==> config.mk <==
export PLATFORM = sky130hd
export DESIGN_NAME = dtc_top
export DESIGN_NICKNAME = d
export VERILOG_FILES = /design/src/dtc_pkg.sv /design/src/dtc_timer.sv /design/src/dtc_extirq.sv /design/src/dtc_top.sv
export VERILOG_INCLUDE_DIRS = /design/src /design/src/src
export SDC_FILE = /design/constraint.sdc
export NUM_CORES = 1
export LEC_CHECK = 0
export BUFFER_PORTS_ARGS = -buffer_cell sky130_fd_sc_hd__buf_2
export CAP_MARGIN = 5
export CORE_MARGIN = 4
export CORE_UTILIZATION = 40
export CTS_CLUSTER_DIAMETER = 40
export DETAILED_ROUTE_END_ITERATION = 8
export GPL_TIMING_DRIVEN = 1
export PLACE_DENSITY = 0.58
export SYNTH_ARGS = -nofsm -noshare
export SYNTH_HDL_FRONTEND = slang
export SYNTH_SLANG_ARGS = --single-unit
==> constraint.sdc <==
create_clock -name clk -period 2.4 [get_ports clk]
set_input_delay 0.24 -clock clk [delete_from_list [all_inputs] [get_ports clk]]
set_output_delay 0.24 -clock clk [all_outputs]
set_load 0.01 [all_outputs]
==> src/dtc_map.svh <==
`ifndef DTC_MAP_SVH
`define DTC_MAP_SVH

// byte offsets on the register bus
`define DTC_OFF_CTRL 6'h00
`define DTC_OFF_MODE 6'h04
`define DTC_OFF_TL0 6'h08
`define DTC_OFF_TH0 6'h0c
`define DTC_OFF_TL1 6'h10
`define DTC_OFF_TH1 6'h14
`define DTC_OFF_STAT 6'h18
`define DTC_OFF_EN 6'h1c
`define DTC_OFF_CLR 6'h20

// timer_control bit positions
`define DTC_CTRL_TF1 7
`define DTC_CTRL_TR1 6
`define DTC_CTRL_TF0 5
`define DTC_CTRL_TR0 4
`define DTC_CTRL_IE1 3
`define DTC_CTRL_IT1 2
`define DTC_CTRL_IE0 1
`define DTC_CTRL_IT0 0

// timer_mode fields, per timer: gate, counter select, mode field
`define DTC_MODE_GATE1 7
`define DTC_MODE_CT1 6
`define DTC_MODE_M1_HI 5
`define DTC_MODE_M1_LO 4
`define DTC_MODE_GATE0 3
`define DTC_MODE_CT0 2
`define DTC_MODE_M0_HI 1
`define DTC_MODE_M0_LO 0

// event bits of status, enable, clear and vector acknowledge
`define DTC_EV_IE0 0
`define DTC_EV_TF0 1
`define DTC_EV_IE1 2
`define DTC_EV_TF1 3

`define DTC_RST_BYTE 8'h00
`define DTC_RST_EV 4'h0
`define DTC_PRESC_LAST 5'h1f

`endif

==> src/dtc_pkg.sv <==
package dtc_pkg;
    // order matches the two-bit mode field 00, 01, 10, 11
    typedef enum logic [1:0] {
        DTC_MODE_PRESC,
        DTC_MODE_16,
        DTC_MODE_RELOAD,
        DTC_MODE_SPLIT
    } dtc_mode_e;
    typedef logic [7:0] dtc_byte_t;
endpackage

==> src/dtc_timer.sv <==
`include "dtc_map.svh"

module dtc_timer
    import dtc_pkg::*;
#(
    parameter bit SPLIT_HIGH = 1'b0
) (
    input wire logic clk,
    input wire logic rst_b,
    input wire dtc_mode_e mode,
    input wire logic inc,
    input wire logic hi_inc,
    input wire logic wr_lo,
    input wire logic wr_hi,
    input wire dtc_byte_t wdata,
    output dtc_byte_t lo_reg,
    output dtc_byte_t hi_reg,
    output logic ovf,
    output logic hi_ovf
);
    dtc_byte_t lo_next;
    dtc_byte_t hi_next;
    logic ovf_c;
    logic hi_ovf_c;

    always_comb begin
        lo_next = lo_reg;
        hi_next = hi_reg;
        ovf_c = 1'b0;
        hi_ovf_c = 1'b0;
        case (mode)
            DTC_MODE_PRESC: begin
                if (inc) begin
                    if (lo_reg[4:0] == `DTC_PRESC_LAST) begin
                        lo_next[4:0] = 5'h00;
                        hi_next = hi_reg + 8'h01;
                        ovf_c = (hi_reg == 8'hff);
                    end else begin
                        lo_next[4:0] = lo_reg[4:0] + 5'h01;
                    end
                end
            end
            DTC_MODE_16: begin
                if (inc) begin
                    {hi_next, lo_next} = {hi_reg, lo_reg} + 16'h0001;
                    ovf_c = ({hi_reg, lo_reg} == 16'hffff);
                end
            end
            DTC_MODE_RELOAD: begin
                if (inc) begin
                    if (lo_reg == 8'hff) begin
                        lo_next = hi_reg;
                        ovf_c = 1'b1;
                    end else begin
                        lo_next = lo_reg + 8'h01;
                    end
                end
            end
            DTC_MODE_SPLIT: begin
                // timer 1 holds here; timer 0 splits into two byte counters
                if (SPLIT_HIGH) begin
                    if (inc) begin
                        lo_next = lo_reg + 8'h01;
                        ovf_c = (lo_reg == 8'hff);
                    end
                    if (hi_inc) begin
                        hi_next = hi_reg + 8'h01;
                        hi_ovf_c = (hi_reg == 8'hff);
                    end
                end
            end
            default: begin
            end
        endcase
        // a software write wins over counting and cancels that overflow
        if (wr_lo) begin
            lo_next = wdata;
        end
        if (wr_hi) begin
            hi_next = wdata;
        end
        ovf = ovf_c & ~(wr_lo | wr_hi);
        hi_ovf = hi_ovf_c & ~wr_hi;
    end

    always_ff @(posedge clk or negedge rst_b) begin
        if (!rst_b) begin
            lo_reg <= `DTC_RST_BYTE;
            hi_reg <= `DTC_RST_BYTE;
        end else begin
            lo_reg <= lo_next;
            hi_reg <= hi_next;
        end
    end
endmodule

==> src/dtc_extirq.sv <==
`include "dtc_map.svh"

module dtc_extirq #(
    parameter bit BOTH_EDGES = 1'b0
) (
    input wire logic clk,
    input wire logic rst_b,
    input wire logic pin,
    input wire logic edge_mode,
    input wire logic ack,
    output logic flag_reg,
    output logic evt
);
    logic prev_reg;
    logic flag_next;
    logic edge_seen;

    always_comb begin
        edge_seen = BOTH_EDGES ? (pin != prev_reg) : (prev_reg & ~pin);
        if (edge_mode) begin
            // a new edge in the acknowledge cycle is kept
            flag_next = edge_seen | (flag_reg & ~ack);
            evt = edge_seen;
        end else begin
            // level mode: the flag follows the low input
            flag_next = ~pin;
            evt = ~pin;
        end
    end

    always_ff @(posedge clk or negedge rst_b) begin
        if (!rst_b) begin
            prev_reg <= 1'b1;
            flag_reg <= 1'b0;
        end else begin
            prev_reg <= pin;
            flag_reg <= flag_next;
        end
    end
endmodule

==> src/dtc_top.sv <==
// Contract
// timer overflow sets its overflow flag; timer 1 overflow sets none while timer 0 is in mode 11
// vectoring clears the timer overflow flag
// timer counts only while run bit set
// interrupt 1 edge flag on both edges
// qualifying edge sets the edge flag
// processed interrupt clears its edge flag
// type bit picks edge or level, int 1
// type bit picks falling edge or level, int 0
// count is high byte over low byte
// timer 1 gate bit qualifies counting
// timer 1 selects clock or external events
// mode 00 prescaled by 32; timer1 11 stops
// mode 01 is a full 16-bit count
// timer 1 mode 10 reloads from high byte
// timer 0 has same gate and select
// timer 0 mode 11 splits into two bytes
// timer 0 mode 10 reloads from high byte
// gated timer needs its interrupt input high
// counter mode counts falling count-input edges
//
// Register access over Avalon-MM and the register offsets are this design's own decisions.
`include "dtc_map.svh"

module dtc_top
    import dtc_pkg::*;
#(
    parameter int ADDR_W = 6
) (
    input wire logic clk,
    input wire logic rst_b,
    input wire logic [ADDR_W-1:0] avs_address,
    input wire logic avs_read,
    input wire logic avs_write,
    input wire logic [31:0] avs_writedata,
    output logic [31:0] avs_readdata,
    output logic avs_waitrequest,
    input wire logic ext_int0,
    input wire logic ext_int1,
    input wire logic count_in0,
    input wire logic count_in1,
    input wire logic [3:0] vector_ack,
    output logic [3:0] int_req,
    output logic irq
);
    if (ADDR_W < 6) begin : g_addr_check
        $error("dtc_top: ADDR_W must be at least 6");
    end

    function automatic logic hit(input logic [ADDR_W-1:0] addr, input logic [5:0] off);
        hit = (addr == ADDR_W'(off));
    endfunction

    // bus slave state
    logic waitreq_reg;
    logic waitreq_next;
    logic [31:0] rdata_reg;
    logic [31:0] rdata_next;
    logic wr_en;

    // software control state
    logic tr0_reg;
    logic tr1_reg;
    logic it0_reg;
    logic it1_reg;
    dtc_byte_t mode_reg;
    logic tr0_next;
    logic tr1_next;
    logic it0_next;
    logic it1_next;
    dtc_byte_t mode_next;

    // flags and interrupt state
    logic tf0_reg;
    logic tf1_reg;
    logic tf0_next;
    logic tf1_next;
    logic [3:0] stat_reg;
    logic [3:0] stat_next;
    logic [3:0] en_reg;
    logic [3:0] en_next;
    logic irq_reg;
    logic irq_next;
    logic cnt_prev0_reg;
    logic cnt_prev1_reg;

    // timers and external inputs
    dtc_mode_e mode0;
    dtc_mode_e mode1;
    logic gate0;
    logic gate1;
    logic ct0;
    logic ct1;
    logic fall0;
    logic fall1;
    logic inc0;
    logic inc1;
    logic t0_ovf;
    logic t0_hi_ovf;
    logic t1_ovf;
    logic tf0_set;
    logic tf1_set;
    logic ie0;
    logic ie1;
    logic ie0_evt;
    logic ie1_evt;
    logic [3:0] events;
    dtc_byte_t lo0;
    dtc_byte_t hi0;
    dtc_byte_t lo1;
    dtc_byte_t hi1;
    logic wr_tl0;
    logic wr_th0;
    logic wr_tl1;
    logic wr_th1;

    // one wait state: data is ready in the cycle waitrequest drops
    always_comb begin
        wr_en = avs_write & ~waitreq_reg;
        waitreq_next = 1'b1;
        rdata_next = rdata_reg;
        if ((avs_read | avs_write) & waitreq_reg) begin
            waitreq_next = 1'b0;
            rdata_next = 32'h0000_0000;
            if (avs_read) begin
                if (hit(avs_address, `DTC_OFF_CTRL)) begin
                    rdata_next[7:0] = {tf1_reg, tr1_reg, tf0_reg, tr0_reg, ie1, it1_reg, ie0, it0_reg};
                end else if (hit(avs_address, `DTC_OFF_MODE)) begin
                    rdata_next[7:0] = mode_reg;
                end else if (hit(avs_address, `DTC_OFF_TL0)) begin
                    rdata_next[7:0] = lo0;
                end else if (hit(avs_address, `DTC_OFF_TH0)) begin
                    rdata_next[7:0] = hi0;
                end else if (hit(avs_address, `DTC_OFF_TL1)) begin
                    rdata_next[7:0] = lo1;
                end else if (hit(avs_address, `DTC_OFF_TH1)) begin
                    rdata_next[7:0] = hi1;
                end else if (hit(avs_address, `DTC_OFF_STAT)) begin
                    rdata_next[3:0] = stat_reg;
                end else if (hit(avs_address, `DTC_OFF_EN)) begin
                    rdata_next[3:0] = en_reg;
                end
            end
        end
    end

    always_ff @(posedge clk or negedge rst_b) begin
        if (!rst_b) begin
            waitreq_reg <= 1'b1;
            rdata_reg <= 32'h0000_0000;
        end else begin
            waitreq_reg <= waitreq_next;
            rdata_reg <= rdata_next;
        end
    end

    assign avs_waitrequest = waitreq_reg;
    assign avs_readdata = rdata_reg;

    // software writes to control and mode; flag bits are hardware-owned
    always_comb begin
        tr0_next = tr0_reg;
        tr1_next = tr1_reg;
        it0_next = it0_reg;
        it1_next = it1_reg;
        mode_next = mode_reg;
        if (wr_en && hit(avs_address, `DTC_OFF_CTRL)) begin
            tr1_next = avs_writedata[`DTC_CTRL_TR1];
            tr0_next = avs_writedata[`DTC_CTRL_TR0];
            it1_next = avs_writedata[`DTC_CTRL_IT1];
            it0_next = avs_writedata[`DTC_CTRL_IT0];
        end
        if (wr_en && hit(avs_address, `DTC_OFF_MODE)) begin
            mode_next = avs_writedata[7:0];
        end
    end

    always_ff @(posedge clk or negedge rst_b) begin
        if (!rst_b) begin
            tr0_reg <= 1'b0;
            tr1_reg <= 1'b0;
            it0_reg <= 1'b0;
            it1_reg <= 1'b0;
            mode_reg <= `DTC_RST_BYTE;
        end else begin
            tr0_reg <= tr0_next;
            tr1_reg <= tr1_next;
            it0_reg <= it0_next;
            it1_reg <= it1_next;
            mode_reg <= mode_next;
        end
    end

    assign wr_tl0 = wr_en & hit(avs_address, `DTC_OFF_TL0);
    assign wr_th0 = wr_en & hit(avs_address, `DTC_OFF_TH0);
    assign wr_tl1 = wr_en & hit(avs_address, `DTC_OFF_TL1);
    assign wr_th1 = wr_en & hit(avs_address, `DTC_OFF_TH1);

    assign mode0 = dtc_mode_e'(mode_reg[`DTC_MODE_M0_HI:`DTC_MODE_M0_LO]);
    assign mode1 = dtc_mode_e'(mode_reg[`DTC_MODE_M1_HI:`DTC_MODE_M1_LO]);
    assign gate0 = mode_reg[`DTC_MODE_GATE0];
    assign gate1 = mode_reg[`DTC_MODE_GATE1];
    assign ct0 = mode_reg[`DTC_MODE_CT0];
    assign ct1 = mode_reg[`DTC_MODE_CT1];

    // count inputs are synchronous; one stage gives the falling edge
    assign fall0 = cnt_prev0_reg & ~count_in0;
    assign fall1 = cnt_prev1_reg & ~count_in1;
    assign inc0 = tr0_reg & (~gate0 | ext_int0) & (ct0 ? fall0 : 1'b1);
    assign inc1 = tr1_reg & (~gate1 | ext_int1) & (ct1 ? fall1 : 1'b1);

    dtc_timer #(
        .SPLIT_HIGH(1'b1)
    ) u_timer0 (
        .clk(clk),
        .rst_b(rst_b),
        .mode(mode0),
        .inc(inc0),
        .hi_inc(tr1_reg),
        .wr_lo(wr_tl0),
        .wr_hi(wr_th0),
        .wdata(avs_writedata[7:0]),
        .lo_reg(lo0),
        .hi_reg(hi0),
        .ovf(t0_ovf),
        .hi_ovf(t0_hi_ovf)
    );

    dtc_timer #(
        .SPLIT_HIGH(1'b0)
    ) u_timer1 (
        .clk(clk),
        .rst_b(rst_b),
        .mode(mode1),
        .inc(inc1),
        .hi_inc(1'b0),
        .wr_lo(wr_tl1),
        .wr_hi(wr_th1),
        .wdata(avs_writedata[7:0]),
        .lo_reg(lo1),
        .hi_reg(hi1),
        .ovf(t1_ovf),
        .hi_ovf()
    );

    dtc_extirq #(
        .BOTH_EDGES(1'b0)
    ) u_extirq0 (
        .clk(clk),
        .rst_b(rst_b),
        .pin(ext_int0),
        .edge_mode(it0_reg),
        .ack(vector_ack[`DTC_EV_IE0]),
        .flag_reg(ie0),
        .evt(ie0_evt)
    );

    dtc_extirq #(
        .BOTH_EDGES(1'b1)
    ) u_extirq1 (
        .clk(clk),
        .rst_b(rst_b),
        .pin(ext_int1),
        .edge_mode(it1_reg),
        .ack(vector_ack[`DTC_EV_IE1]),
        .flag_reg(ie1),
        .evt(ie1_evt)
    );

    // split timer 0 borrows the timer 1 flag; timer 1 then sets none
    assign tf0_set = t0_ovf;
    assign tf1_set = (mode0 == DTC_MODE_SPLIT) ? t0_hi_ovf : t1_ovf;
    assign events = {tf1_set, ie1_evt, tf0_set, ie0_evt};

    always_comb begin
        tf0_next = tf0_set | (tf0_reg & ~vector_ack[`DTC_EV_TF0]);
        tf1_next = tf1_set | (tf1_reg & ~vector_ack[`DTC_EV_TF1]);
        en_next = en_reg;
        if (wr_en && hit(avs_address, `DTC_OFF_EN)) begin
            en_next = avs_writedata[3:0];
        end
        stat_next = stat_reg;
        if (wr_en && hit(avs_address, `DTC_OFF_CLR)) begin
            stat_next = stat_reg & ~avs_writedata[3:0];
        end
        stat_next = stat_next | events;
        irq_next = |(stat_next & en_next);
    end

    always_ff @(posedge clk or negedge rst_b) begin
        if (!rst_b) begin
            tf0_reg <= 1'b0;
            tf1_reg <= 1'b0;
            stat_reg <= `DTC_RST_EV;
            en_reg <= `DTC_RST_EV;
            irq_reg <= 1'b0;
            cnt_prev0_reg <= 1'b1;
            cnt_prev1_reg <= 1'b1;
        end else begin
            tf0_reg <= tf0_next;
            tf1_reg <= tf1_next;
            stat_reg <= stat_next;
            en_reg <= en_next;
            irq_reg <= irq_next;
            cnt_prev0_reg <= count_in0;
            cnt_prev1_reg <= count_in1;
        end
    end

    assign irq = irq_reg;
    assign int_req = {tf1_reg, ie1, tf0_reg, ie0};
endmodule

==> results of run 1 <==
==> kinds of logic (layout without fill, tap and decap cells) <==
logic type	Yosys count	in the layout	synth area share [%]
and+or+nand+nor	172	172	18.2
AOI/OAI and AO/OA	157	157	21.8
DFF	70	70	37.3
buffers and inverters	70	106	7.90
muxes	24	24	6.66
xor gates and xnor gates	22	22	4.08
adders and majority gates	15	15	3.98
other	1	24	0.0795
==> timing repair <==
action,CTS,global route
setup endpoints to repair,0,4
gates resized for setup,0,3
endpoints found under the hold margin,2,0
hold buffers,2,0
==> metrics by stage <==
stage,std cells,cell area (sq um)
detailed placement,715,5110
CTS,733,5430
finish,733,5440
global route,733,5440
global placement,715,5110
floorplan,554,4800
==> cell type report <==
class | count | share of cell area [%]
Sequential cell | 70 | 32.3
Multi-Input combinational cell | 414 | 49.3
Clock buffer | 9 | 4.14
Inverter | 22 | 1.52
Timing Repair Buffer | 68 | 7.95
Tap cell | 143 | 3.29
Clock inverter | 7 | 1.47
==> synthesized netlist by cell type, drive strengths merged, types with 7 or more instances <==
| library cell | number |
|---|---|
| o22ai | 9 |
| a21oi | 35 |
| nand2b | 8 |
| nor3 | 11 |
| buf | 31 |
| xnor2 | 11 |
| a221oi | 7 |
| clkbuf | 17 |
| ha | 15 |
| inv | 22 |
| nand3 | 19 |
| nand2 | 37 |
| and3 | 8 |
| a31oi | 12 |
| mux2 | 19 |
| a211oi | 10 |
| dfrtp | 65 |
| xor2 | 11 |
| nand4 | 9 |
| nor2 | 57 |
| a22o | 9 |
| o21ai | 38 |
==> layer usage <==
layer / vias up / part of all wire, % / track usage, %
li1: 2002 / - / -
met1: 2059 / 45 / 29.9
met2: 155 / 47 / 34.1
met3: 18 / 6.4 / 4.15
met4: 0 / 1.7 / 6.27
met5: - / 0 / 0
==> final timing paths <==
path	cells past startpoint	end	slack (ns)	from
min in group clk	1	u_extirq0.prev_reg	0.02	ext_int0
worst max register to register	9	u_timer0.hi_reg[1]	0.15	u_timer0.lo_reg[0]
worst max-delay path	9	u_timer0.hi_reg[1]	0.15	u_timer0.lo_reg[0]
worst min register to register	1	avs_readdata[4]	0.51	avs_readdata[4]
worst min-delay path	1	u_timer0.hi_reg[0]	0.02	rst_b
max in group asynchronous	1	u_timer0.lo_reg[0]	1.75	rst_b
==> worst register-to-register path, stage by stage (launching register included) <==
cell and delay [ns]:
dfrtp_1 0.35, ha_1 0.16, and3_1 0.16, ha_1 0.17, inv_1 0.08, a2111oi_2 0.33
nor2_1 0.20, or4_1 0.50, o211ai_1 0.11, o22ai_1 0.09
==> power by group through the flow <==
stage	clock network, mW	registers [mW]	logic, mW
CTS	1.42	1.66	1.21
floorplan	0	1.61	0.823
global route	1.47	1.70	1.36
global placement	0	1.68	1.19
detailed placement	0	1.68	1.20
finish	1.39	1.67	1.22
==> placed cells by master, fill, tap and decap left out, drive strengths merged, types with 5 or more instances in the layout <==
| cell | netlist | layout |
|---|---|---|
| a211oi | 10 | 10 |
| a21o | 5 | 5 |
| a21oi | 35 | 35 |
| a221oi | 7 | 7 |
| a22o | 9 | 9 |
| a22oi | 5 | 5 |
| a31oi | 12 | 12 |
| and3 | 8 | 8 |
| buf | 31 | 66 |
| clkbuf | 17 | 9 |
| conb | 1 | 24 |
| dfrtp | 65 | 65 |
| dfstp | 5 | 5 |
| ha | 15 | 15 |
| inv | 22 | 25 |
| mux2 | 19 | 19 |
| nand2 | 37 | 37 |
| nand2b | 8 | 8 |
| nand3 | 19 | 19 |
| nand4 | 9 | 9 |
| nor2 | 57 | 57 |
| nor2b | 5 | 5 |
| nor3 | 11 | 11 |
| nor4 | 5 | 5 |
| o21ai | 38 | 38 |
| o22ai | 9 | 9 |
| xnor2 | 11 | 11 |
| xor2 | 11 | 11 |
==> run metrics, run 1 <==
width of the die=117 um; Chip Height=117 um; fmax=445 MHz; IO Pins=88; RSZ-0062 raised after global routing=false; via count=4234; Layout Skew=0.00773 ns; prevailing post-synth register cell=dfrtp_1; global-route wire length before repair=22300 um; clk buf depth=2; first drt pass iteration count=5; Pint=2.75 mW; drt initial violations=456; maximum VDD drop=660 uV; Tmin final=2.25 ns; CORE AREA=11500 sq um; CP Buf/Inv Count=1; Synth Instances=531; Clock transition at path regs=0.06 ns; multi-input logic area=2690 sq um; Max Slew Vio Count=0; Worst EP arrival=2.47 ns; synthesis-to-finish area growth=15.4%; average size of a mapped cell=8.89 sq um; # rows=39; H-Tree Depth=3; Sw Pwr=1.54 mW; CP most frequent cell=ha_1; worst-path cell chain=ha_1, and3_1, ha_1, inv_1, a2111oi_2, nor2_1, or4_1, o211ai_1, o22ai_1; vias in the first global route=4056; final setup margin=0.151 ns; antenna viol nets, final=0; setup_tns=0 ns; status=completed; CP endpoint kind=register; critical path class=reg -> reg; critical path's largest stage delay=0.50 ns; Final setup violation count=0; Yosys top cell by area=dfrtp_1; CTS Sinks=70; final hold violation count=0; sequential share of the synthesized area=37.3%; Clock Latency Late Sink=0.34 ns; pwr dens=788 nW/um^2; max cap viols=0; Antenna diodes=0; Die ar.=13600 sq um; Avg WL per Cell=19.0 um; Via density=5.78; Overall Power=4.29 mW; CP top delay family=simple AND/OR/NAND/NOR gates; fraction of power consumed by sequential logic=39.0%; register area=1760 sq um; total wire length=13900 um; total congestion overflow=0; Total GRT Usage=21.5%; Starting Density=41.1%; fillers=1129; synthesized flop and latch total=70; worst-margin pin slew=0.926 ns; CP max-delay cell=or4_1; Min Hold Slack=0.0163 ns; combinational share of power=28.5%; Leak Pwr=2.42 nW; Final Wtd Congestion=0.916; layout cell share with drive strength beyond 1=20.2%; Residual DRC=0; Root Buffer=clkbuf_16; crit share post-route=93.7%; crit path launch type=register; postcts setup bufs=0; Netlist cell types=64; Async S/R FF share, synth=100%; Hold Path Class=in -> async; largest net degree at the start of global routing=71; top cells by area, synth=dfrtp_1, mux2_2, nor2_1, buf_4, ha_1; Post-Syn Area=4720 sq um; clock share of power=32.5%; post-synth top area share=34.5%; final net count=650; Syn. warnings=0; Place WS=0.154 ns; hpwl dp=10300 um; sw frac=35.8%; initial antenna violation count=0; Slew HR=38.3%; CTS buffer count=9; Critical Path RT=2.62 ns; CTS tree=yes; Final Util=47.5%; port bufs=39; critical path peak fanout=6; EDFF count, synth=0
No activity file was read; power rests on OpenSTA's default activity.
==> inputs of run 2 (changes only) <==
--- a/config.mk
+++ b/config.mk
@@ -8,7 +8,6 @@
 export LEC_CHECK = 0
 export BUFFER_PORTS_ARGS = -buffer_cell sky130_fd_sc_hd__buf_2
 export CAP_MARGIN = 5
-export CORE_MARGIN = 4
 export CORE_UTILIZATION = 40
 export CTS_CLUSTER_DIAMETER = 40
 export DETAILED_ROUTE_END_ITERATION = 8
@@ -17,3 +16,4 @@
 export SYNTH_ARGS = -nofsm -noshare
 export SYNTH_HDL_FRONTEND = slang
 export SYNTH_SLANG_ARGS = --single-unit
+export TNS_END_PERCENT = 5
==> constraint.sdc (replaced) <==
create_clock -name clk -period 2.55 [get_ports clk]
set_input_delay 0.255 -clock clk [delete_from_list [all_inputs] [get_ports clk]]
set_output_delay 0.255 -clock clk [all_outputs]
set_load 0.01 [all_outputs]
==> run 2 against run 1 <==
- critical path depth unchanged
- setup slack better by 0.0083 ns
- worst hold slack better by 0.0087 ns
- sequential power down 2%
- non-clock buffer count down 12
- global-route usage up 2.0 points
- die area down 10%
- final area down 0.53%
- clock skew about the same
- maximum frequency down 5.9%
- largest cell class unchanged
==> run metrics, run 2 (same netlist as run 1, synthesis figures left out) <==
Overall Power=4.23 mW (-1.4%); Leak Pwr=2.40 nW (-0.88%); status=completed; synthesis-to-finish area growth=14.8%; Avg WL per Cell=18.9 um (-0.45%); multi-input logic area=2690 sq um (unchanged); Antenna diodes=0 (unchanged); worst-margin pin slew=0.696 ns (-0.230 ns); CTS tree=yes; pwr dens=781 nW/um^2 (-0.87%); Chip Height=111 um (-5.1%); Max Slew Vio Count=0 (unchanged); Via density=5.85 (+1.2%); total congestion overflow=0 (unchanged); clock share of power=37.0% (+4.5 points); CORE AREA=11500 sq um (unchanged); Pint=2.85 mW (+3.7%); hpwl dp=9990 um (-2.6%); WHS Endpoint=cnt_prev0_reg; Worst EP arrival=2.60 ns (+0.13 ns); FF-to-FF setup slack=0.16 ns (about the same); Final setup violation count=0 (unchanged); drt initial violations=300 (-34%); # rows=39 (unchanged); Slew HR=53.2% (+15 points); reg2reg end=u_timer0.hi_reg[1]; largest net degree at the start of global routing=71 (unchanged); critical path class=reg -> reg; crit path launch type=register; vias in the first global route=4018 (-0.94%); Tmin final=2.39 ns (+0.142 ns); DP Area=5020 sq um (-1.7%); via count=4216 (-0.43%); IO Pins=88 (unchanged); total wire length=13700 um (-2.1%); Clock transition at path regs=0.06 ns (about the same); Root Buffer=clkbuf_16; fraction of power consumed by sequential logic=38.5% (-0.5 points); Critical Path RT=2.76 ns (+0.14 ns); RSZ-0062 raised after global routing=false; worst r2r src=u_timer0.lo_reg[0]; initial antenna violation count=0 (unchanged); maximum VDD drop=487 uV (-26%); setup_tns=0 ns (unchanged); crit share post-route=93.7% (about the same); Total GRT Usage=23.4% (+2.0 points); Place WS=0.143 ns (-0.0107 ns); most common cell after layout, fill and taps aside=dfrtp_1; Layout Skew=0.00802 ns (+0.000281 ns); layout cell share with drive strength beyond 1=18.3% (-1.8 points); Final Util=47.2% (-0.25 points); Die ar.=12200 sq um (-10%); combinational share of power=24.6% (-3.9 points); final setup margin=0.160 ns (+0.00835 ns); Starting Density=41.1% (unchanged); Final Wtd Congestion=0.926 (+1.1%); CTS buffer count=9 (unchanged); fin area=5420 sq um (-0.53%); global-route wire length before repair=22300 um (+0.13%); H-Tree Depth=3 (unchanged); register area=1760 sq um (unchanged); worst reg2reg path depth=9 (unchanged); sw frac=32.6% (-3.3 points); commonest cells after routing, fill and taps aside=dfrtp_1, nor2_1, buf_2; port bufs=39 (unchanged); critical path peak fanout=6 (unchanged); final hold violation count=0 (unchanged); Clock Latency Late Sink=0.34 ns (about the same); fmax=418 MHz (-5.9%); Sw Pwr=1.38 mW (-10%); clk buf depth=2 (unchanged); Residual DRC=0 (unchanged); CTS Sinks=70 (unchanged); critical hold path startpoint=count_in0; Hold Path Class=in -> reg; final net count=638 (-1.8%); max cap viols=0 (unchanged); postcts setup bufs=0 (unchanged); width of the die=111 um (-5.1%); first drt pass iteration count=5 (unchanged); fillers=1103 (-2.3%); CP endpoint kind=register; antenna viol nets, final=0 (unchanged); worst hold stages=1
==> run 2: worst max-delay path by stage <==
stage,to,depth (start not counted),from
2_1_floorplan,u_timer0.hi_reg[1],9,u_timer0.lo_reg[0]
3_3_place_gp,u_timer0.hi_reg[1],9,u_timer0.lo_reg[0]
3_5_place_dp,u_timer0.hi_reg[1],9,u_timer0.lo_reg[0]
6_report,u_timer0.hi_reg[1],9,u_timer0.lo_reg[0]
5_1_grt,u_timer1.hi_reg[6],8,mode_reg[5]
4_1_cts,u_timer0.hi_reg[1],9,u_timer0.lo_reg[0]
==> run 2: layout make-up <==
type,instances,area share (%)
multi-input combinational,414,49.6
sequential,70,32.5
timing repair buffer,56,6.24
clock buffer,10,4.41
tap,143,3.30
clock inverter,6,2.45
inverter,22,1.52
==> run 2: power by group through the flow <==
stage | Clock [mW] | Combinational [mW] | Sequential [mW]
floorplan | 0 | 0.775 | 1.51
global placement | 0 | 1.01 | 1.63
detailed placement | 0 | 1.02 | 1.63
CTS | 1.59 | 1.03 | 1.61
global route | 1.63 | 1.15 | 1.65
finish | 1.56 | 1.04 | 1.63
==> run 2: stage by stage <==
step | std cells | hold slack (ns)
3_3_place_gp | 704 | 0.313
3_5_place_dp | 704 | 0.316
5_1_grt | 721 | 0.0208
6_report | 721 | 0.0250
2_1_floorplan | 554 | -0.0406
4_1_cts | 721 | 0.0158
==> run 2: critical path: stages (launching register included) <==
cell	delay, ns
dfrtp_1	0.44
ha_1	0.19
and3_1	0.15
ha_1	0.23
inv_1	0.11
a2111oi_4	0.24
nor2_1	0.17
or4_1	0.50
o211ai_1	0.13
o22ai_1	0.10
==> run 2: repair_timing <==
item | 4_1_cts | 5_1_grt
resized for setup | 0 | 1
setup endpoints to repair | 0 | 3
hold buffers | 1 | 0
endpoints found under the hold margin | 65 | 0
==> run 2: metal layers <==
layer  global-route usage (%)  vias to the layer above  share of wire (%)
li1                         -                     1976                  -
met1                     33.0                     2075                 46
met2                     36.0                      136                 46
met3                     4.06                       29                5.0
met4                     8.80                        0                2.7
met5                        0                        -                  0
